--- config.mk ---
export PLATFORM = sky130hd
export DESIGN_NAME = pci_cfg_gpio_power_regs
export DESIGN_NICKNAME = d
export VERILOG_FILES = /design/src/pci_cfg_gpio_power_regs_pkg.sv /design/src/pci_cfg_gpio_power_regs.sv
export VERILOG_INCLUDE_DIRS = /design/src
export SDC_FILE = /design/constraint.sdc
export NUM_CORES = 1
export LEC_CHECK = 0
export BUFFER_PORTS_ARGS = -buffer_cell sky130_fd_sc_hd__buf_2
export CORE_ASPECT_RATIO = 1.2
export CORE_MARGIN = 3
export CORE_UTILIZATION = 43
export DETAILED_ROUTE_END_ITERATION = 6
export PLACE_DENSITY = 0.66
export RECOVER_POWER = 50
export SYNTH_ARGS = -nofsm -noshare
export SYNTH_HDL_FRONTEND = slang
export SYNTH_SLANG_ARGS = --single-unit
--- constraint.sdc ---
create_clock -name clk_sys -period 3.1 [get_ports clk_sys]
set_clock_uncertainty 0.05 [all_clocks]
set_input_delay 0.62 -clock clk_sys [delete_from_list [all_inputs] [get_ports clk_sys]]
set_output_delay 0.62 -clock clk_sys [all_outputs]
set_load 0.02 [all_outputs]
--- src/pci_cfg_gpio_power_regs_defines.svh ---
// Offsets, field positions, masks and reset values of the configuration register group.
// Assumes inclusion by bare name from the package, the checker and the bench.
`ifndef PCI_CFG_GPIO_POWER_REGS_DEFINES_SVH
`define PCI_CFG_GPIO_POWER_REGS_DEFINES_SVH

`define OFS_EXTENDED_PIN_IO     8'hE8
`define OFS_SERIAL_LINK_POWER   8'hEC
`define OFS_CONFIG_LOAD_BYTES   8'hF0
`define OFS_LEGACY_IRQ_SELECT   8'hF4

`define PIO_B_WAKE              31
`define PIO_B_STICKY            30
`define PIO_B_POL_TYPE          29
`define PIO_B_OUT_EN            28
`define PIO_A_WAKE              27
`define PIO_A_STICKY            26
`define PIO_A_POL_TYPE          25
`define PIO_A_OUT_EN            24
`define PIO_B_OUT_DATA          11
`define PIO_A_OUT_DATA          10
`define PIO_PRIM_GP_STATUS      5
`define PIO_SEC_GP_STATUS       4
`define PIO_B_STATUS            3
`define PIO_A_STATUS            2
`define PIO_WR_MASK             32'hFF000C00
`define PIO_RESET               32'h00000000

`define SLP_PRIM_IRQ_WAKE_EN    15
`define SLP_SEC_IRQ_WAKE_EN     14
`define SLP_EEPROM_DISABLE      9
`define SLP_SEC_INPUT_EN        8
`define SLP_SEC_WAKE_FLAG       3
`define SLP_PRIM_WAKE_FLAG      2
`define SLP_FORCE_SYNC          1
`define SLP_CODEC_RESET_NOT     0
`define SLP_WR_MASK             32'h0000C303
`define SLP_RESET               32'h00000000

`define CLB_WR_MASK             32'hFFFFFFFF
`define CLB_RESET               32'h00000000

`define LIR_AUX_SUPPLY          31
`define LIR_AUX_CURRENT_HI      30
`define LIR_AUX_CURRENT_LO      28
`define LIR_AUX_POWER           27
`define LIR_GLOBAL_TRAP_DIS     23
`define LIR_MAP_THIRD_LO        16
`define LIR_MAP_SECOND_LO       8
`define LIR_MAP_FIRST_LO        0
`define LIR_WR_MASK             32'hFF8F0F0F
`define LIR_RESET               32'h00000000

`endif

--- src/pci_cfg_gpio_power_regs_pkg.sv ---
// Types shared by the configuration register group and its users.
// Assumes the defines header sits in the include path.
package pci_cfg_gpio_power_regs_pkg;
	`include "pci_cfg_gpio_power_regs_defines.svh"

	typedef struct packed {
		logic        wrEn;
		logic        rdEn;
		logic [7:0]  addr;
		logic [3:0]  byteEn;
		logic [31:0] wrData;
	} cfg_req_t;

	typedef struct packed {
		logic        valid;
		logic [31:0] data;
	} cfg_rsp_t;

	typedef struct packed {
		logic       d3ColdSupport;
		logic [2:0] auxCurrentCode;
		logic       auxPowerFlag;
	} power_capability_t;
endpackage

--- src/pci_cfg_gpio_power_regs.sv ---
// Vendor configuration registers: extended pins, codec-link power control, config bytes, legacy irq map.
// Assumes config cycles are decoded upstream into single-cycle requests on the PCI clock.
//
// Overview of operation
// - Pin A bit: polarity as input, type as output.
// - Pin A sticky latches edge; else live level.
// - Pin A wake needs sticky, not secondary input.
// - Pin B driven only while output enabled.
// - Pin B bit: polarity or output type.
// - Pin B sticky latches edge; else live level.
// - Pin B wake with sticky raises event.
// - Link power register survives bus reset.
// - Codec reset while bit low or bus reset.
// - Force-sync bit drives sync high directly.
// - Primary input rise, link down, sets flag.
// - Secondary input rise, link down, sets flag.
// - Primary codec interrupt rise, with wake enable, raises event.
// - Secondary codec interrupt rise, with secondary input and wake enable, raises event.
// - Disable bit stops the EEPROM engine and blocks its load into the config bytes.
// - Enable bit selects shared pin function.
// - Four config bytes, low byte first, inert.
// - Writes accepted only with write permission.
// - Mirror aux support and power into capability.
// - Mirror aux current code into capability.
// - Trap disable bit blocks all trapping.
// - Zero irq map keeps pin high-impedance.
`timescale 1ns/1ps

module pci_cfg_gpio_power_regs #(
	parameter int SYNC_STAGES = 2
) (
	input  wire logic                                      clk_sys,
	input  wire logic                                      rst_n,
	input  wire logic                                      powerOnRst_n,
	input  wire logic                                      clkEn,
	input  wire pci_cfg_gpio_power_regs_pkg::cfg_req_t     cfgReq,
	input  wire logic                                      configWritePermission,
	output      pci_cfg_gpio_power_regs_pkg::cfg_rsp_t     cfgRsp,
	input  wire logic                                      auxPinAIn,
	output      logic                                      auxPinAOut,
	output      logic                                      auxPinAOe_n,
	input  wire logic                                      auxPinBIn,
	output      logic                                      auxPinBOut,
	output      logic                                      auxPinBOe_n,
	input  wire logic                                      primaryCodecSerialIn,
	input  wire logic                                      linkDown,
	input  wire logic                                      normalSync,
	input  wire logic                                      primaryGpInt,
	input  wire logic                                      secondaryGpInt,
	input  wire logic                                      eepromLoadValid,
	input  wire logic [31:0]                               eepromLoadData,
	output      logic                                      codecResetOut_n,
	output      logic                                      linkSyncOut,
	output      logic                                      secondaryInputSelect,
	output      logic                                      pmeOut,
	output      logic                                      pmeOe_n,
	output      logic                                      eepromEngineEnable,
	output      pci_cfg_gpio_power_regs_pkg::power_capability_t powerCapability,
	output      logic                                      globalTrapDisable,
	output      logic [2:0]                                irqPinAllow
);
	import pci_cfg_gpio_power_regs_pkg::*;

	logic [31:0] pinIo_r;
	logic [31:0] linkPower_r;
	logic [31:0] configBytes_r;
	logic [31:0] irqSelect_r;
	logic [SYNC_STAGES-1:0] syncA_r;
	logic [SYNC_STAGES-1:0] syncB_r;
	logic [SYNC_STAGES-1:0] syncPrim_r;
	logic        prevActA_r;
	logic        prevActB_r;
	logic        prevPrim_r;
	logic        prevSec_r;
	logic        prevPrimGp_r;
	logic        prevSecGp_r;
	logic        prevSync_r;
	logic        pinA;
	logic        pinB;
	logic        primIn;
	logic        activeA;
	logic        activeB;
	logic        secInEn;
	logic        pinAIsInput;
	logic        pinBIsInput;
	logic        wrOk;
	logic        syncFall;
	logic        clearA;
	logic        clearB;
	logic        clearPrimGp;
	logic        clearSecGp;
	logic        wakeAny;
	logic [31:0] pinIoRead;
	logic [31:0] byteMask;

	// Byte-enable lanes expanded to a bit mask.
	always_comb begin
		byteMask = {{8{cfgReq.byteEn[3]}}, {8{cfgReq.byteEn[2]}}, {8{cfgReq.byteEn[1]}}, {8{cfgReq.byteEn[0]}}};
	end

	function automatic logic [31:0] merge(input logic [31:0] old, input logic [31:0] data,
		input logic [31:0] lanes, input logic [31:0] mask);
		logic [31:0] m;
		m = lanes & mask;
		merge = (old & ~m) | (data & m);
	endfunction

	assign wrOk = cfgReq.wrEn & configWritePermission;

	assign pinA = syncA_r[SYNC_STAGES-1];
	assign pinB = syncB_r[SYNC_STAGES-1];
	assign primIn = syncPrim_r[SYNC_STAGES-1];

	// Pin inputs are synchronised; only the last stage is read.
	always_ff @(posedge clk_sys or negedge rst_n) begin
		if (!rst_n) begin
			syncA_r <= '0;
			syncB_r <= '0;
			syncPrim_r <= '0;
		end else if (clkEn) begin
			syncA_r <= {syncA_r[SYNC_STAGES-2:0], auxPinAIn};
			syncB_r <= {syncB_r[SYNC_STAGES-2:0], auxPinBIn};
			syncPrim_r <= {syncPrim_r[SYNC_STAGES-2:0], primaryCodecSerialIn};
		end
	end

	assign secInEn = linkPower_r[`SLP_SEC_INPUT_EN];
	assign pinAIsInput = secInEn | ~pinIo_r[`PIO_A_OUT_EN];
	assign pinBIsInput = ~pinIo_r[`PIO_B_OUT_EN];
	assign activeA = pinIo_r[`PIO_A_POL_TYPE] ? pinA : ~pinA;
	assign activeB = pinIo_r[`PIO_B_POL_TYPE] ? pinB : ~pinB;
	assign syncFall = prevSync_r & ~linkSyncOut;

	// Writing 0 to a sticky status bit clears it.
	assign clearA = wrOk && cfgReq.addr == `OFS_EXTENDED_PIN_IO && cfgReq.byteEn[0] && !cfgReq.wrData[`PIO_A_STATUS];
	assign clearB = wrOk && cfgReq.addr == `OFS_EXTENDED_PIN_IO && cfgReq.byteEn[0] && !cfgReq.wrData[`PIO_B_STATUS];
	assign clearPrimGp = wrOk && cfgReq.addr == `OFS_EXTENDED_PIN_IO && cfgReq.byteEn[0] &&
		!cfgReq.wrData[`PIO_PRIM_GP_STATUS];
	assign clearSecGp = wrOk && cfgReq.addr == `OFS_EXTENDED_PIN_IO && cfgReq.byteEn[0] &&
		!cfgReq.wrData[`PIO_SEC_GP_STATUS];

	// Edge history for the sticky and wake detectors.
	always_ff @(posedge clk_sys or negedge rst_n) begin
		if (!rst_n) begin
			prevActA_r <= 1'b0;
			prevActB_r <= 1'b0;
			prevPrim_r <= 1'b0;
			prevSec_r <= 1'b0;
			prevPrimGp_r <= 1'b0;
			prevSecGp_r <= 1'b0;
			prevSync_r <= 1'b0;
		end else if (clkEn) begin
			prevActA_r <= activeA;
			prevActB_r <= activeB;
			prevPrim_r <= primIn;
			prevSec_r <= pinA;
			prevPrimGp_r <= primaryGpInt;
			prevSecGp_r <= secondaryGpInt;
			prevSync_r <= linkSyncOut;
		end
	end

	// Extended pin register: cleared by bus reset; a new edge wins over a clearing write.
	always_ff @(posedge clk_sys or negedge rst_n) begin
		if (!rst_n) begin
			pinIo_r <= `PIO_RESET;
		end else if (clkEn) begin
			if (wrOk && cfgReq.addr == `OFS_EXTENDED_PIN_IO) begin
				pinIo_r <= merge(pinIo_r, cfgReq.wrData, byteMask, `PIO_WR_MASK);
			end
			if (!pinIo_r[`PIO_A_STICKY] || !pinAIsInput || secInEn) begin
				pinIo_r[`PIO_A_STATUS] <= 1'b0;
			end else if (activeA && !prevActA_r) begin
				pinIo_r[`PIO_A_STATUS] <= 1'b1;
			end else if (clearA) begin
				pinIo_r[`PIO_A_STATUS] <= 1'b0;
			end
			if (!pinIo_r[`PIO_B_STICKY] || !pinBIsInput) begin
				pinIo_r[`PIO_B_STATUS] <= 1'b0;
			end else if (activeB && !prevActB_r) begin
				pinIo_r[`PIO_B_STATUS] <= 1'b1;
			end else if (clearB) begin
				pinIo_r[`PIO_B_STATUS] <= 1'b0;
			end
			if (primaryGpInt && !prevPrimGp_r) begin
				pinIo_r[`PIO_PRIM_GP_STATUS] <= 1'b1;
			end else if (clearPrimGp) begin
				pinIo_r[`PIO_PRIM_GP_STATUS] <= 1'b0;
			end
			if (secInEn && secondaryGpInt && !prevSecGp_r) begin
				pinIo_r[`PIO_SEC_GP_STATUS] <= 1'b1;
			end else if (clearSecGp) begin
				pinIo_r[`PIO_SEC_GP_STATUS] <= 1'b0;
			end
		end
	end

	// Link power register: only power-on clears it, bus reset leaves it alone.
	always_ff @(posedge clk_sys or negedge powerOnRst_n) begin
		if (!powerOnRst_n) begin
			linkPower_r <= `SLP_RESET;
		end else if (clkEn) begin
			if (wrOk && cfgReq.addr == `OFS_SERIAL_LINK_POWER) begin
				linkPower_r <= merge(linkPower_r, cfgReq.wrData, byteMask, `SLP_WR_MASK);
			end
			if (linkDown && primIn && !prevPrim_r) begin
				linkPower_r[`SLP_PRIM_WAKE_FLAG] <= 1'b1;
			end else if (syncFall) begin
				linkPower_r[`SLP_PRIM_WAKE_FLAG] <= 1'b0;
			end
			if (secInEn && linkDown && pinA && !prevSec_r) begin
				linkPower_r[`SLP_SEC_WAKE_FLAG] <= 1'b1;
			end else if (syncFall) begin
				linkPower_r[`SLP_SEC_WAKE_FLAG] <= 1'b0;
			end
		end
	end

	// Config bytes are preloaded by the EEPROM loader or by BIOS writes; nothing else reads them.
	always_ff @(posedge clk_sys or negedge powerOnRst_n) begin
		if (!powerOnRst_n) begin
			configBytes_r <= `CLB_RESET;
		end else if (clkEn) begin
			if (eepromLoadValid && !linkPower_r[`SLP_EEPROM_DISABLE]) begin
				configBytes_r <= eepromLoadData;
			end else if (wrOk && cfgReq.addr == `OFS_CONFIG_LOAD_BYTES) begin
				configBytes_r <= merge(configBytes_r, cfgReq.wrData, byteMask, `CLB_WR_MASK);
			end
		end
	end

	always_ff @(posedge clk_sys or negedge powerOnRst_n) begin
		if (!powerOnRst_n) begin
			irqSelect_r <= `LIR_RESET;
		end else if (clkEn) begin
			if (wrOk && cfgReq.addr == `OFS_LEGACY_IRQ_SELECT) begin
				irqSelect_r <= merge(irqSelect_r, cfgReq.wrData, byteMask, `LIR_WR_MASK);
			end
		end
	end

	// Status bits show live qualified level, actual pin, or the latched edge; pin A reads zero while it is the secondary input.
	always_comb begin
		pinIoRead = pinIo_r;
		if (secInEn) begin
			pinIoRead[`PIO_A_STATUS] = 1'b0;
		end else if (!pinAIsInput) begin
			pinIoRead[`PIO_A_STATUS] = pinA;
		end else if (!pinIo_r[`PIO_A_STICKY]) begin
			pinIoRead[`PIO_A_STATUS] = activeA;
		end
		if (!pinBIsInput) begin
			pinIoRead[`PIO_B_STATUS] = pinB;
		end else if (!pinIo_r[`PIO_B_STICKY]) begin
			pinIoRead[`PIO_B_STATUS] = activeB;
		end
	end

	// Read answer one cycle after the request; unmapped offsets read zero.
	always_ff @(posedge clk_sys or negedge rst_n) begin
		if (!rst_n) begin
			cfgRsp <= '0;
		end else if (clkEn) begin
			cfgRsp.valid <= cfgReq.rdEn;
			case (cfgReq.addr)
				`OFS_EXTENDED_PIN_IO: begin
					cfgRsp.data <= pinIoRead;
				end
				`OFS_SERIAL_LINK_POWER: begin
					cfgRsp.data <= linkPower_r;
				end
				`OFS_CONFIG_LOAD_BYTES: begin
					cfgRsp.data <= configBytes_r;
				end
				`OFS_LEGACY_IRQ_SELECT: begin
					cfgRsp.data <= irqSelect_r;
				end
				default: begin
					cfgRsp.data <= 32'h00000000;
				end
			endcase
		end
	end

	// Pin drivers: open drain releases on a high, the shared pin never drives as codec input.
	always_ff @(posedge clk_sys or negedge rst_n) begin
		if (!rst_n) begin
			auxPinAOut <= 1'b0;
			auxPinAOe_n <= 1'b1;
			auxPinBOut <= 1'b0;
			auxPinBOe_n <= 1'b1;
		end else if (clkEn) begin
			auxPinAOut <= pinIo_r[`PIO_A_OUT_DATA];
			auxPinAOe_n <= pinAIsInput | (pinIo_r[`PIO_A_POL_TYPE] & pinIo_r[`PIO_A_OUT_DATA]);
			auxPinBOut <= pinIo_r[`PIO_B_OUT_DATA];
			auxPinBOe_n <= pinBIsInput | (pinIo_r[`PIO_B_POL_TYPE] & pinIo_r[`PIO_B_OUT_DATA]);
		end
	end

	// Bus reset forces the codec reset at once through the asynchronous clear.
	always_ff @(posedge clk_sys or negedge rst_n) begin
		if (!rst_n) begin
			codecResetOut_n <= 1'b0;
		end else if (clkEn) begin
			codecResetOut_n <= linkPower_r[`SLP_CODEC_RESET_NOT];
		end
	end

	always_ff @(posedge clk_sys or negedge rst_n) begin
		if (!rst_n) begin
			linkSyncOut <= 1'b0;
		end else if (clkEn) begin
			linkSyncOut <= linkPower_r[`SLP_FORCE_SYNC] | normalSync;
		end
	end

	assign wakeAny =
		(pinIo_r[`PIO_A_WAKE] & pinIo_r[`PIO_A_STICKY] & ~secInEn & pinIo_r[`PIO_A_STATUS]) |
		(pinIo_r[`PIO_B_WAKE] & pinIo_r[`PIO_B_STICKY] & pinIo_r[`PIO_B_STATUS]) |
		(linkPower_r[`SLP_PRIM_IRQ_WAKE_EN] & pinIo_r[`PIO_PRIM_GP_STATUS]) |
		(linkPower_r[`SLP_SEC_IRQ_WAKE_EN] & pinIo_r[`PIO_SEC_GP_STATUS]) |
		linkPower_r[`SLP_PRIM_WAKE_FLAG] | linkPower_r[`SLP_SEC_WAKE_FLAG];

	// Event pin is open drain: it only ever pulls low.
	always_ff @(posedge clk_sys or negedge rst_n) begin
		if (!rst_n) begin
			pmeOut <= 1'b0;
			pmeOe_n <= 1'b1;
		end else if (clkEn) begin
			pmeOut <= 1'b0;
			pmeOe_n <= ~wakeAny;
		end
	end

	// Static mirrors of configuration fields toward other blocks.
	always_ff @(posedge clk_sys or negedge powerOnRst_n) begin
		if (!powerOnRst_n) begin
			secondaryInputSelect <= 1'b0;
			eepromEngineEnable <= 1'b0;
			powerCapability <= '0;
			globalTrapDisable <= 1'b0;
			irqPinAllow <= 3'h0;
		end else if (clkEn) begin
			secondaryInputSelect <= secInEn;
			eepromEngineEnable <= ~linkPower_r[`SLP_EEPROM_DISABLE];
			powerCapability.d3ColdSupport <= irqSelect_r[`LIR_AUX_SUPPLY];
			powerCapability.auxPowerFlag <= irqSelect_r[`LIR_AUX_POWER];
			powerCapability.auxCurrentCode <= irqSelect_r[`LIR_AUX_CURRENT_HI:`LIR_AUX_CURRENT_LO];
			globalTrapDisable <= irqSelect_r[`LIR_GLOBAL_TRAP_DIS];
			irqPinAllow[0] <= |irqSelect_r[`LIR_MAP_FIRST_LO+3:`LIR_MAP_FIRST_LO];
			irqPinAllow[1] <= |irqSelect_r[`LIR_MAP_SECOND_LO+3:`LIR_MAP_SECOND_LO];
			irqPinAllow[2] <= |irqSelect_r[`LIR_MAP_THIRD_LO+3:`LIR_MAP_THIRD_LO];
		end
	end
endmodule

# Word-level counts from Yosys, hierarchy flattened
# Index checks and enable logic that the tools add are counted.
# word_totals
output_inout_bits	52
ramBits	0
latchBits	0
in_bits	91
memories	0
rom_bits	0
wordCells	167
register_bits	192
# op_classes
muxes	26
mul	0
n_eq_ne	4
shift	0
magnitude_cmp	0
n_reduce_logical	57
add_sub_neg	0
bitwise	44
div	0
# op_table
op	count
$and A32 B32 Y32	7
$or A32 B32 Y32	4
$pmux W32 S4	1
$not A32 Y32	3
$mux W32	2
$and A32 B16 Y32	1
$eq A8 B8 Y1 const B	4
$not A16 Y32	1
$mux W1	21
$logic_and A1 B1 Y1	20
$reduce_and A2 Y1	10
$logic_not A1 Y1	14
$reduce_bool A3 Y1	4
$reduce_or A4 Y1	3
$and A1 B1 Y1	11
$or A1 B1 Y1	9
$not A1 Y1	8
$reduce_bool A4 Y1	2
$mux W6	1
$mux W4	1
$logic_or A1 B1 Y1	3
$reduce_bool A2 Y1	1

# Logic depth before layout (Yosys ltp)
# Gate-level depths: netlist of the first run.
# depth
word_depth	9
ltp_mapped	7
depth_no_buf	4

# Worst setup path after synthesis of the first run
# Ideal clock, no wire load.
# synth_timing
kind	input -> register
startpoint	input cfgReq[37] (netlist bit)
endpoint	register (tool-made name)
arrival_time_ns	2.034
stages	4
n_path_buf	0
path_slack_ns	0.891
required_time_ns	2.925
setup_time_ns	0.125
cell_sequence	or4b_4 -> nor3_2 -> and3_1 -> mux2_2
# synth_rtl
element	line_no	rtl
from (decl)	pci_cfg_gpio_power_regs.sv:36	input wire pci_cfg_gpio_power_regs_pkg::cfg_req_t cfgReq,

==> flow_metrics.py, run 1 <==
metrics = {
    "power_and_ir_drop": {
        "p_comb_share_pct": 9.9,
        "intPower_uw": 3488,
        "p_sw_share_pct": 22.88,
        "power_frac_clock_pct": 45.7,
        "ir_drop_v": 0.0003305,
        "power_density_mw_per_mm2": 580.9,
        "p_seq_share_pct": 44.4,
        "total_power_uw": 4523,
        "switching_power_uw": 1035,
        "p_leak_uw": 0.003737,
    },
    "timing": {
        "slew_viol_final": 37,
        "worst_pin_slew_ns": 2.129,
        "fmax_ghz": 0.4459,
        "final_hold_viol_count": 0,
        "period_share_pct": 72.35,
        "fin_crit_ns": 2.243,
        "finalSetupViolations": 0,
        "rsz0062_at_grt": "no",
        "finalSetupTns_ns": 0,
        "max-slew-margin-rel_pct": -41.95,
        "fin_hold_ws_ns": 0.3921,
    },
    "logic_synthesis": {
        "synth-async-reset-ratio_pct": 100.0,
        "ys.flop_type": "dfrtp_1",
        "synth-seq-area-share_pct": 55.88,
        "syn_inst": 529,
        "ys_warn_count": 0,
        "ys_seq_elements": 139,
        "yosys.area.top_type": "dfrtp_1",
        "synth_cell_types": 51,
        "syn_avg_cell_area_um2": 11.78,
        "netlist_top_cells_area": "dfrtp_1 (55%), mux2_2 (14%), o22ai_1 (4.9%)",
        "synth_nets": 620,
        "yosysTopAreaCellShare_pct": 54.62,
        "synth_edf_count": 0,
        "syn-cell-area_mm2": 0.006231,
    },
    "placement": {
        "place_congestion": 0.8774,
        "dp_hpwl_um": 12320,
        "placed_cells": 829,
        "portBuffers": 141,
    },
    "worst_setup_path": {
        "worst-path-buf-inv": 2,
        "crit_family": "buffers and inverters",
        "crit_path_end_kind": "asynchronous set/reset pin",
        "reg2reg_depth": 5,
        "setup.worst_path.class": "input pin to asynchronous set/reset pin",
        "path_cells": "clkbuf_1 > clkbuf_2",
        "crit_path_max_fanout": 36,
        "slowest_delay_ns": 1.48,
        "crit_path_start_kind": "input pin",
        "reg2reg_setup_slack_ns": 1.20,
        "crit_slowest_cell": "clkbuf_1",
        "required_ns": 3.59,
        "crit_arrival_ns": 2.73,
    },
    "global_route": {
        "grt_pass1_wl_um": 26500,
        "grt_overflow": 0,
        "grt_pass1_vias": 5048,
        "track_usage_pct": 21.64,
        "antenna_found_initial": 1,
        "grt_max_degree": 58,
    },
    "cts": {
        "clockBufferDepth": 2,
        "cts.sinks": 139,
        "postCtsSetupBuffers": 0,
        "numCtsBuffers": 17,
        "cts_tree": "yes",
        "root_buffer": "clkbuf_16",
        "clk_latency_ns": 0.41,
        "ctsResizeCount": 0,
        "cts_max_level": 4,
        "cts_hold_buf": 0,
        "path_clk_slew_ns": 0.05,
    },
    "die": {
        "pin_count": 143,
        "start_util_pct": 44.52,
        "fp-row-count": 47,
        "core_area_mm2": 0.01400,
        "die_width_um": 115.9,
        "die_area_mm2": 0.01598,
        "die_h_um": 137.9,
    },
    "final_layout": {
        "post_layout_nonfiller_instances": 860,
        "diodes": 0,
        "nets": 768,
        "syn_to_final_growth_pct": 24.94,
        "layout_common_cells": "buf_2 (138), dfrtp_1 (136), mux2_2 (78), o22ai_1 (49), inv_1 (41)",
        "drive_gt1_share_pct": 40.35,
        "layout.cells.most_common": "buf_2",
    },
    "routing": {
        "ant_nets": 0,
        "via_per_inst": 5.707,
        "first_pass_iters": 4,
        "routed_wl_um": 16890,
        "drt_iter0_markers": 265,
        "vias": 4908,
        "drc": 0,
        "avgRoutedWirePerCell_um": 19.64,
    },
    "min_path": {
        "holdPathStages": 2,
        "hold_end": "cfgRsp[32]",
        "min_from": "cfgReq[44]",
        "hp-class": "input pin to flop",
    },
    "status": {
        "status": "finished with violations",
        "violations": "capacitance limit, slew limit",
    },
    "job": {
        "maxCapViolCount": 1,
    },
}
per-stage QoR:
stage               util, %  instance area [µm²]  setup WS (ns)
global route          55.62                 7785         0.5314
finish                55.62                 7785         0.8571
detailed placement    51.34                 7186         0.5319
floorplan                 -                 6231         0.8909
CTS                   55.66                 7790         0.9541
global placement      51.34                 7186         0.5890
per-layer routing:
| metal | track usage (%) | routed length, µm | up-vias |
|---|---|---|---|
| li1 | - | - | 2250 |
| met1 | 27.73 | 6953 | 2431 |
| met2 | 35.38 | 8248 | 194 |
| met3 | 5.369 | 1205 | 31 |
| met4 | 8.382 | 466 | 2 |
| met5 | 0 | 13 | - |
synth_stat cells, drive strengths merged, types with 3 or more instances:
| library cell | instances |
|---|---|
| dfrtp | 136 |
| mux2 | 78 |
| o22ai | 49 |
| inv | 41 |
| a2bb2oi | 27 |
| o21ai | 23 |
| nand2 | 22 |
| clkbuf | 20 |
| a22oi | 18 |
| nand3 | 18 |
| a21oi | 15 |
| nor2 | 15 |
| buf | 9 |
| nand4 | 5 |
| and3 | 4 |
| nand3b | 4 |
| o2bb2a | 4 |
| a31oi | 3 |
| dfstp | 3 |
| nor2b | 3 |
| nor3 | 3 |
| nor4 | 3 |
kinds of logic after synthesis:
| group | Yosys count | synth area share [%] |
|---|---|---|
| compound gates | 149 | 16.51 |
| flops | 139 | 55.88 |
| simple gates | 88 | 8.454 |
| mux | 80 | 14.42 |
| buf+inv | 70 | 4.398 |
| xor+xnor | 2 | 0.2812 |
| other cells | 1 | 0.06018 |
how the worst max path moves through the flow:
stage	start	endpoint	slack, ns	cells after the start
after CTS	cfgReq[37]	flop	0.95	5
after global placement	cfgReq[37]	flop	0.59	5
after global routing	powerOnRst_n	asynchronous set/reset pin	0.53	2
after floorplan	cfgReq[37]	flop	0.89	4
after detailed placement	cfgReq[37]	flop	0.53	5
final	powerOnRst_n	asynchronous set/reset pin	0.86	2
final cells by class:
class,instances,area (µm²)
repair buffers,158,855.8
well taps,171,214.0
clock inverters,7,112.6
inverters,41,153.9
clock buffers,24,491.7
flip-flops and latches,139,3482
multi-input cells,320,2475
fillers,1199,6211
power by group through the flow:
stage          logic, µW  registers [µW]  clock network [µW]
2_1_floorplan        253            2030                   0
3_3_place_gp         438            2030                   0
3_5_place_dp         450            2040                   0
4_1_cts              453            2010                2090
5_1_grt              494            2020                2170
6_report             448            2010                2070
Note: power is estimated with default switching activity, not from simulation.
==> run 2, diff against run 1 <==
PLACE_DENSITY = 0.69   (was 0.66)
clock period = 1.85 ns   (was 3.1 ns; I/O delays follow)
==> flow_metrics.py, run 2 (synthesized netlist as in run 1, its figures left out) <==
metrics = {
    "final_layout": {
        "layout_common_cells": "buf_2 (139), dfrtp_1 (136), mux2_2 (78), o22ai_1 (49), inv_1 (41)",
        "diodes": 0,
        "post_layout_nonfiller_instances": 890,
        "syn_to_final_growth_pct": 30.76,
        "drive_gt1_share_pct": 42.84,
        "final_area_mm2": 0.008148,
        "nets": 797,
        "layout.cells.most_common": "buf_2",
    },
    "placement": {
        "placed_cells": 856,
        "dp_hpwl_um": 13020,
        "portBuffers": 141,
        "place_area_mm2": 0.007471,
        "place_congestion": 0.8454,
    },
    "job": {
        "maxCapViolCount": 0,
    },
    "worst_setup_path": {
        "crit_path_max_fanout": 16,
        "crit_path_end_kind": "flop",
        "slowest_delay_ns": 0.42,
        "crit_path_start_kind": "flop",
        "crit_slowest_cell": "dfrtp_1",
        "crit_family": "compound AO/OA/AOI/OAI gates",
        "crit_arrival_ns": 2.00,
        "setup.worst_path.class": "flop to flop",
        "required_ns": 2.10,
        "worst-path-buf-inv": 1,
        "path_cells": "nand2b_1 > buf_4 > nand2_1 > o22ai_1 > o2bb2a_1",
    },
    "global_route": {
        "track_usage_pct": 22.83,
        "grt_pass1_wl_um": 27420,
        "grt_pass1_vias": 5102,
        "grt_max_degree": 39,
        "antenna_found_initial": 2,
        "grt_overflow": 0,
    },
    "die": {
        "pin_count": 143,
        "die_h_um": 137.9,
        "start_util_pct": 44.52,
        "die_area_mm2": 0.01598,
        "core_area_mm2": 0.01400,
        "fp-row-count": 47,
        "die_width_um": 115.9,
    },
    "timing": {
        "finalSetupViolations": 0,
        "final_hold_viol_count": 0,
        "finalSetupTns_ns": 0,
        "fin_crit_ns": 1.747,
        "rsz0062_at_grt": "no",
        "fmax_ghz": 0.5725,
        "slew_viol_final": 0,
        "period_share_pct": 94.41,
        "worst_pin_slew_ns": 1.301,
        "max-slew-margin-rel_pct": 13.29,
    },
    "cts": {
        "cts_tree": "yes",
        "root_buffer": "clkbuf_16",
        "path_clk_slew_ns": 0.06,
        "clk_latency_ns": 0.43,
        "numCtsBuffers": 17,
        "cts.sinks": 139,
        "clockBufferDepth": 2,
        "cts_max_level": 4,
    },
    "routing": {
        "avgRoutedWirePerCell_um": 19.91,
        "routed_wl_um": 17720,
        "via_per_inst": 5.640,
        "ant_nets": 0,
        "drc": 0,
        "drt_iter0_markers": 358,
        "first_pass_iters": 5,
        "vias": 5020,
    },
    "min_path": {
        "hp-class": "input pin to flop",
    },
    "status": {
        "status": "finished, final reports clean",
    },
    "power_and_ir_drop": {
        "power_density_mw_per_mm2": 991.4,
        "ir_drop_v": 0.0005501,
        "p_leak_uw": 0.003925,
    },
}
==> run 2: cell types whose count changed in the layout (fill, tap and decap cells not counted), sizes merged <==
cell / delta
buf: +24
bufinv: +3
dlygate4sd3: +2
inv: +1
==> run 2: cell type report <==
cell class	instances	area, µm²
clock buffer	21	460.4
timing repair buffer	187	1127
inverter	41	153.9
clock inverter	11	215.2
fill	1180	5848
sequential	139	3482
tap	171	214.0
multi-input combinational	320	2495
==> run 2: repair_timing <==
item | in CTS | in global routing
setup endpoints to repair | 0 | 1
hold buffers | 2 | 0
buffers inserted | 0 | 0
gates resized for setup | 0 | 1
endpoints found under the hold margin | 50 | 0
==> run 2: worst paths after layout <==
| check | cells after the start | end | slack, ns | startpoint |
|---|---|---|---|---|
| max in group asynchronous | 3 | auxPinAOe_n | 0.21 | rst_n |
| min reg2reg | 1 | pinIo_r[5] | 0.40 | prevPrimGp_r |
| max reg2reg | 5 | flop | 0.10 | flop |
| min | 2 | syncA_r[0] | 0.12 | auxPinAIn |
| max | 5 | flop | 0.10 | flop |
| min in group asynchronous | 2 | powerCapability[0] | 0.59 | powerOnRst_n |
==> run 2: where the power goes <==
| part | internal (µW) | switching (µW) | total, µW |
|---|---|---|---|
| clock network | 2600 | 1300 | 3900 |
| registers | 3240 | 125 | 3360 |
| logic | 395 | 415 | 811 |
| total | 6230 | 1840 | 8080 |
==> run 2: through the flow <==
stage	utilization [%]	setup WS, ns	power [µW]	hold slack (ns)
floorplan	-	-0.06834	3819	0.02441
global placement	53.38	-0.2241	4197	0.3191
detailed placement	53.38	-0.2511	4223	0.3254
CTS	58.35	0.1032	8131	0.1074
global route	58.22	0.009420	8363	0.1109
finish	58.22	0.1033	8078	0.1250
==> run 2: worst register-to-register path: cells and delay by family (launching register included) <==
family	cells	cell delay, ns
and+or+nand+nor	2	0.43
buffers and inverters	1	0.27
DFF	1	0.42
AOI/OAI and AO/OA	2	0.46
==> run 2: routing by layer <==
layer / up-vias / global-route usage (%) / routed length (µm)
met4: 4 / 7.157 / 297
met2: 192 / 38.58 / 9004
met1: 2479 / 28.81 / 7354
met3: 31 / 5.805 / 1033
li1: 2314 / - / -
met5: - / 0 / 27
==> run 3, diff against run 2 <==
CORE_UTILIZATION = 49   (was 43)
GPL_TIMING_DRIVEN = 0   (was default)
PLACE_DENSITY = 0.76   (was 0.69)
==> flow_metrics.py, run 3 (synthesized netlist as in run 1, its figures left out) <==
metrics = {
    "power_and_ir_drop": {
        "power_density_mw_per_mm2": 995.2,
        "ir_drop_v": 0.0006050,
        "p_sw_share_pct": 23.87,
        "total_power_uw": 7813,
        "power_frac_clock_pct": 46.8,
        "intPower_uw": 5948,
        "p_comb_share_pct": 10.0,
        "p_leak_uw": 0.003765,
        "switching_power_uw": 1865,
        "p_seq_share_pct": 43.2,
    },
    "worst_setup_path": {
        "setup.worst_path.class": "input pin to flop",
        "crit_arrival_ns": 2.10,
        "crit_path_end_kind": "flop",
        "path_cells": "buf_2 > or4b_4 > nand2_1 > nand3_1 > clkbuf_2 > o22ai_1",
        "worst-path-buf-inv": 2,
        "crit_path_max_fanout": 10,
        "reg2reg_depth": 5,
        "slowest_delay_ns": 0.62,
        "crit_slowest_cell": "or4b_4",
        "required_ns": 2.13,
        "crit_family": "simple AND/OR/NAND/NOR gates",
        "reg2reg_setup_slack_ns": 0.11,
        "crit_path_start_kind": "input pin",
    },
    "min_path": {
        "hold_end": "syncA_r[0]",
        "hp-class": "input pin to flop",
        "min_from": "auxPinAIn",
        "holdPathStages": 2,
    },
    "final_layout": {
        "layout_common_cells": "buf_2 (144), dfrtp_1 (136), mux2_2 (78), o22ai_1 (49), inv_1 (41)",
        "syn_to_final_growth_pct": 25.98,
        "drive_gt1_share_pct": 41.05,
        "nets": 782,
        "layout.cells.most_common": "buf_2",
        "diodes": 0,
    },
    "timing": {
        "max-slew-margin-rel_pct": -17.90,
        "period_share_pct": 98.15,
        "finalSetupViolations": 0,
        "slew_viol_final": 141,
        "finalSetupTns_ns": 0,
        "fmax_ghz": 0.5508,
        "fin_crit_ns": 1.816,
        "final_hold_viol_count": 0,
        "worst_pin_slew_ns": 1.769,
    },
    "global_route": {
        "antenna_found_initial": 0,
        "grt_pass1_vias": 5229,
        "grt_max_degree": 73,
        "track_usage_pct": 26.95,
        "grt_overflow": 0,
        "grt_pass1_wl_um": 28330,
    },
    "status": {
        "status": "finished with violations",
        "violations": "capacitance limit, slew limit",
    },
    "cts": {
        "numCtsBuffers": 17,
        "cts.sinks": 139,
        "root_buffer": "clkbuf_16",
        "clockBufferDepth": 2,
        "cts_max_level": 4,
        "path_clk_slew_ns": 0.06,
        "clk_latency_ns": 0.42,
        "cts_tree": "yes",
    },
    "routing": {
        "routed_wl_um": 18540,
        "avgRoutedWirePerCell_um": 21.43,
        "vias": 5248,
        "drc": 0,
        "first_pass_iters": 5,
        "drt_iter0_markers": 405,
        "via_per_inst": 6.067,
        "ant_nets": 0,
    },
    "placement": {
        "dp_hpwl_um": 12850,
        "place_congestion": 0.9220,
        "portBuffers": 139,
    },
    "die": {
        "die_width_um": 108.9,
        "die_area_mm2": 0.01411,
        "start_util_pct": 50.75,
        "core_area_mm2": 0.01228,
        "pin_count": 143,
        "die_h_um": 129.5,
        "fp-row-count": 44,
    },
    "job": {
        "maxCapViolCount": 2,
    },
}
run 3: cell count changes in the layout (fill, tap and decap cells not counted), sizes merged:
cell,change
clkinv,+1
bufinv,-2
inv,-1
buf,-28
clkinvlp,+2
dlygate4sd3,-2
clkbuf,+15
run 3: final cells by class:
| cell class | count | area, µm² |
|---|---|---|
| clock inverters | 11 | 166.4 |
| multi-input cells | 320 | 2517 |
| inverters | 41 | 153.9 |
| flip-flops and latches | 139 | 3482 |
| well taps | 161 | 201.4 |
| repair buffers | 143 | 725.7 |
| plain buffers | 29 | 132.6 |
| fillers | 960 | 4427 |
| clock buffers | 21 | 470.5 |
run 3: worst max-delay path by stage:
stage | startpoint | endpoint | slack (ns) | cells after the start
CTS | cfgReq[37] | flop | 0.02 | 5
global route | flop | flop | -0.0009 | 5
global placement | cfgReq[37] | cfgRsp[1] | -0.51 | 6
floorplan | cfgReq[37] | flop | -0.07 | 4
detailed placement | cfgReq[38] | flop | -0.52 | 5
finish | cfgReq[37] | cfgRsp[24] | 0.03 | 6
run 3: timing repair:
action / 4_1_cts / 5_1_grt
resized for setup: 12 / 5
hold buffers: 0 / 0
endpoints found under the setup margin: 45 / 36
pin swaps: 0 / 2
hold endpoints to repair: 0 / 0
buffers inserted: 0 / 4
run 3: power groups by stage:
stage / logic [µW] / clock network, µW / registers, µW
final: 784 / 3660 / 3370
after global routing: 850 / 3830 / 3390
after CTS: 778 / 3680 / 3370
after detailed placement: 764 / 0 / 3420
after global placement: 741 / 0 / 3410
after floorplan: 425 / 0 / 3390
run 3: layer usage:
layer	vias up	wire, µm	GRT usage (%)	share of wire, %
met3	46	1568	7.275	8.5
met4	0	524	10.85	2.8
met5	-	0	0	0
met1	2619	7363	34.53	40
li1	2292	-	-	-
met2	291	9078	43.46	49
run 3: per-stage QoR:
step                hold slack [ns]  utilization [%]  setup WS [ns]  cells  cell area [µm²]
global placement             0.3751            58.20        -0.5055    829             7146
floorplan                   0.02441                -       -0.06834    529             6248
CTS                         0.05050            63.63        0.02326    861             7811
global route                 0.1282            63.94     -0.0009064    865             7850
finish                       0.1345            63.94        0.03431    865             7850
detailed placement           0.3992            58.25        -0.5245    829             7151
run 3: worst reg2reg max path: stages (launching register included):
cell and delay (ns):
dfrtp_1 0.49, nand2b_1 0.15, clkbuf_2 0.23, nand2_1 0.26
o22ai_1 0.22, o2bb2a_1 0.23
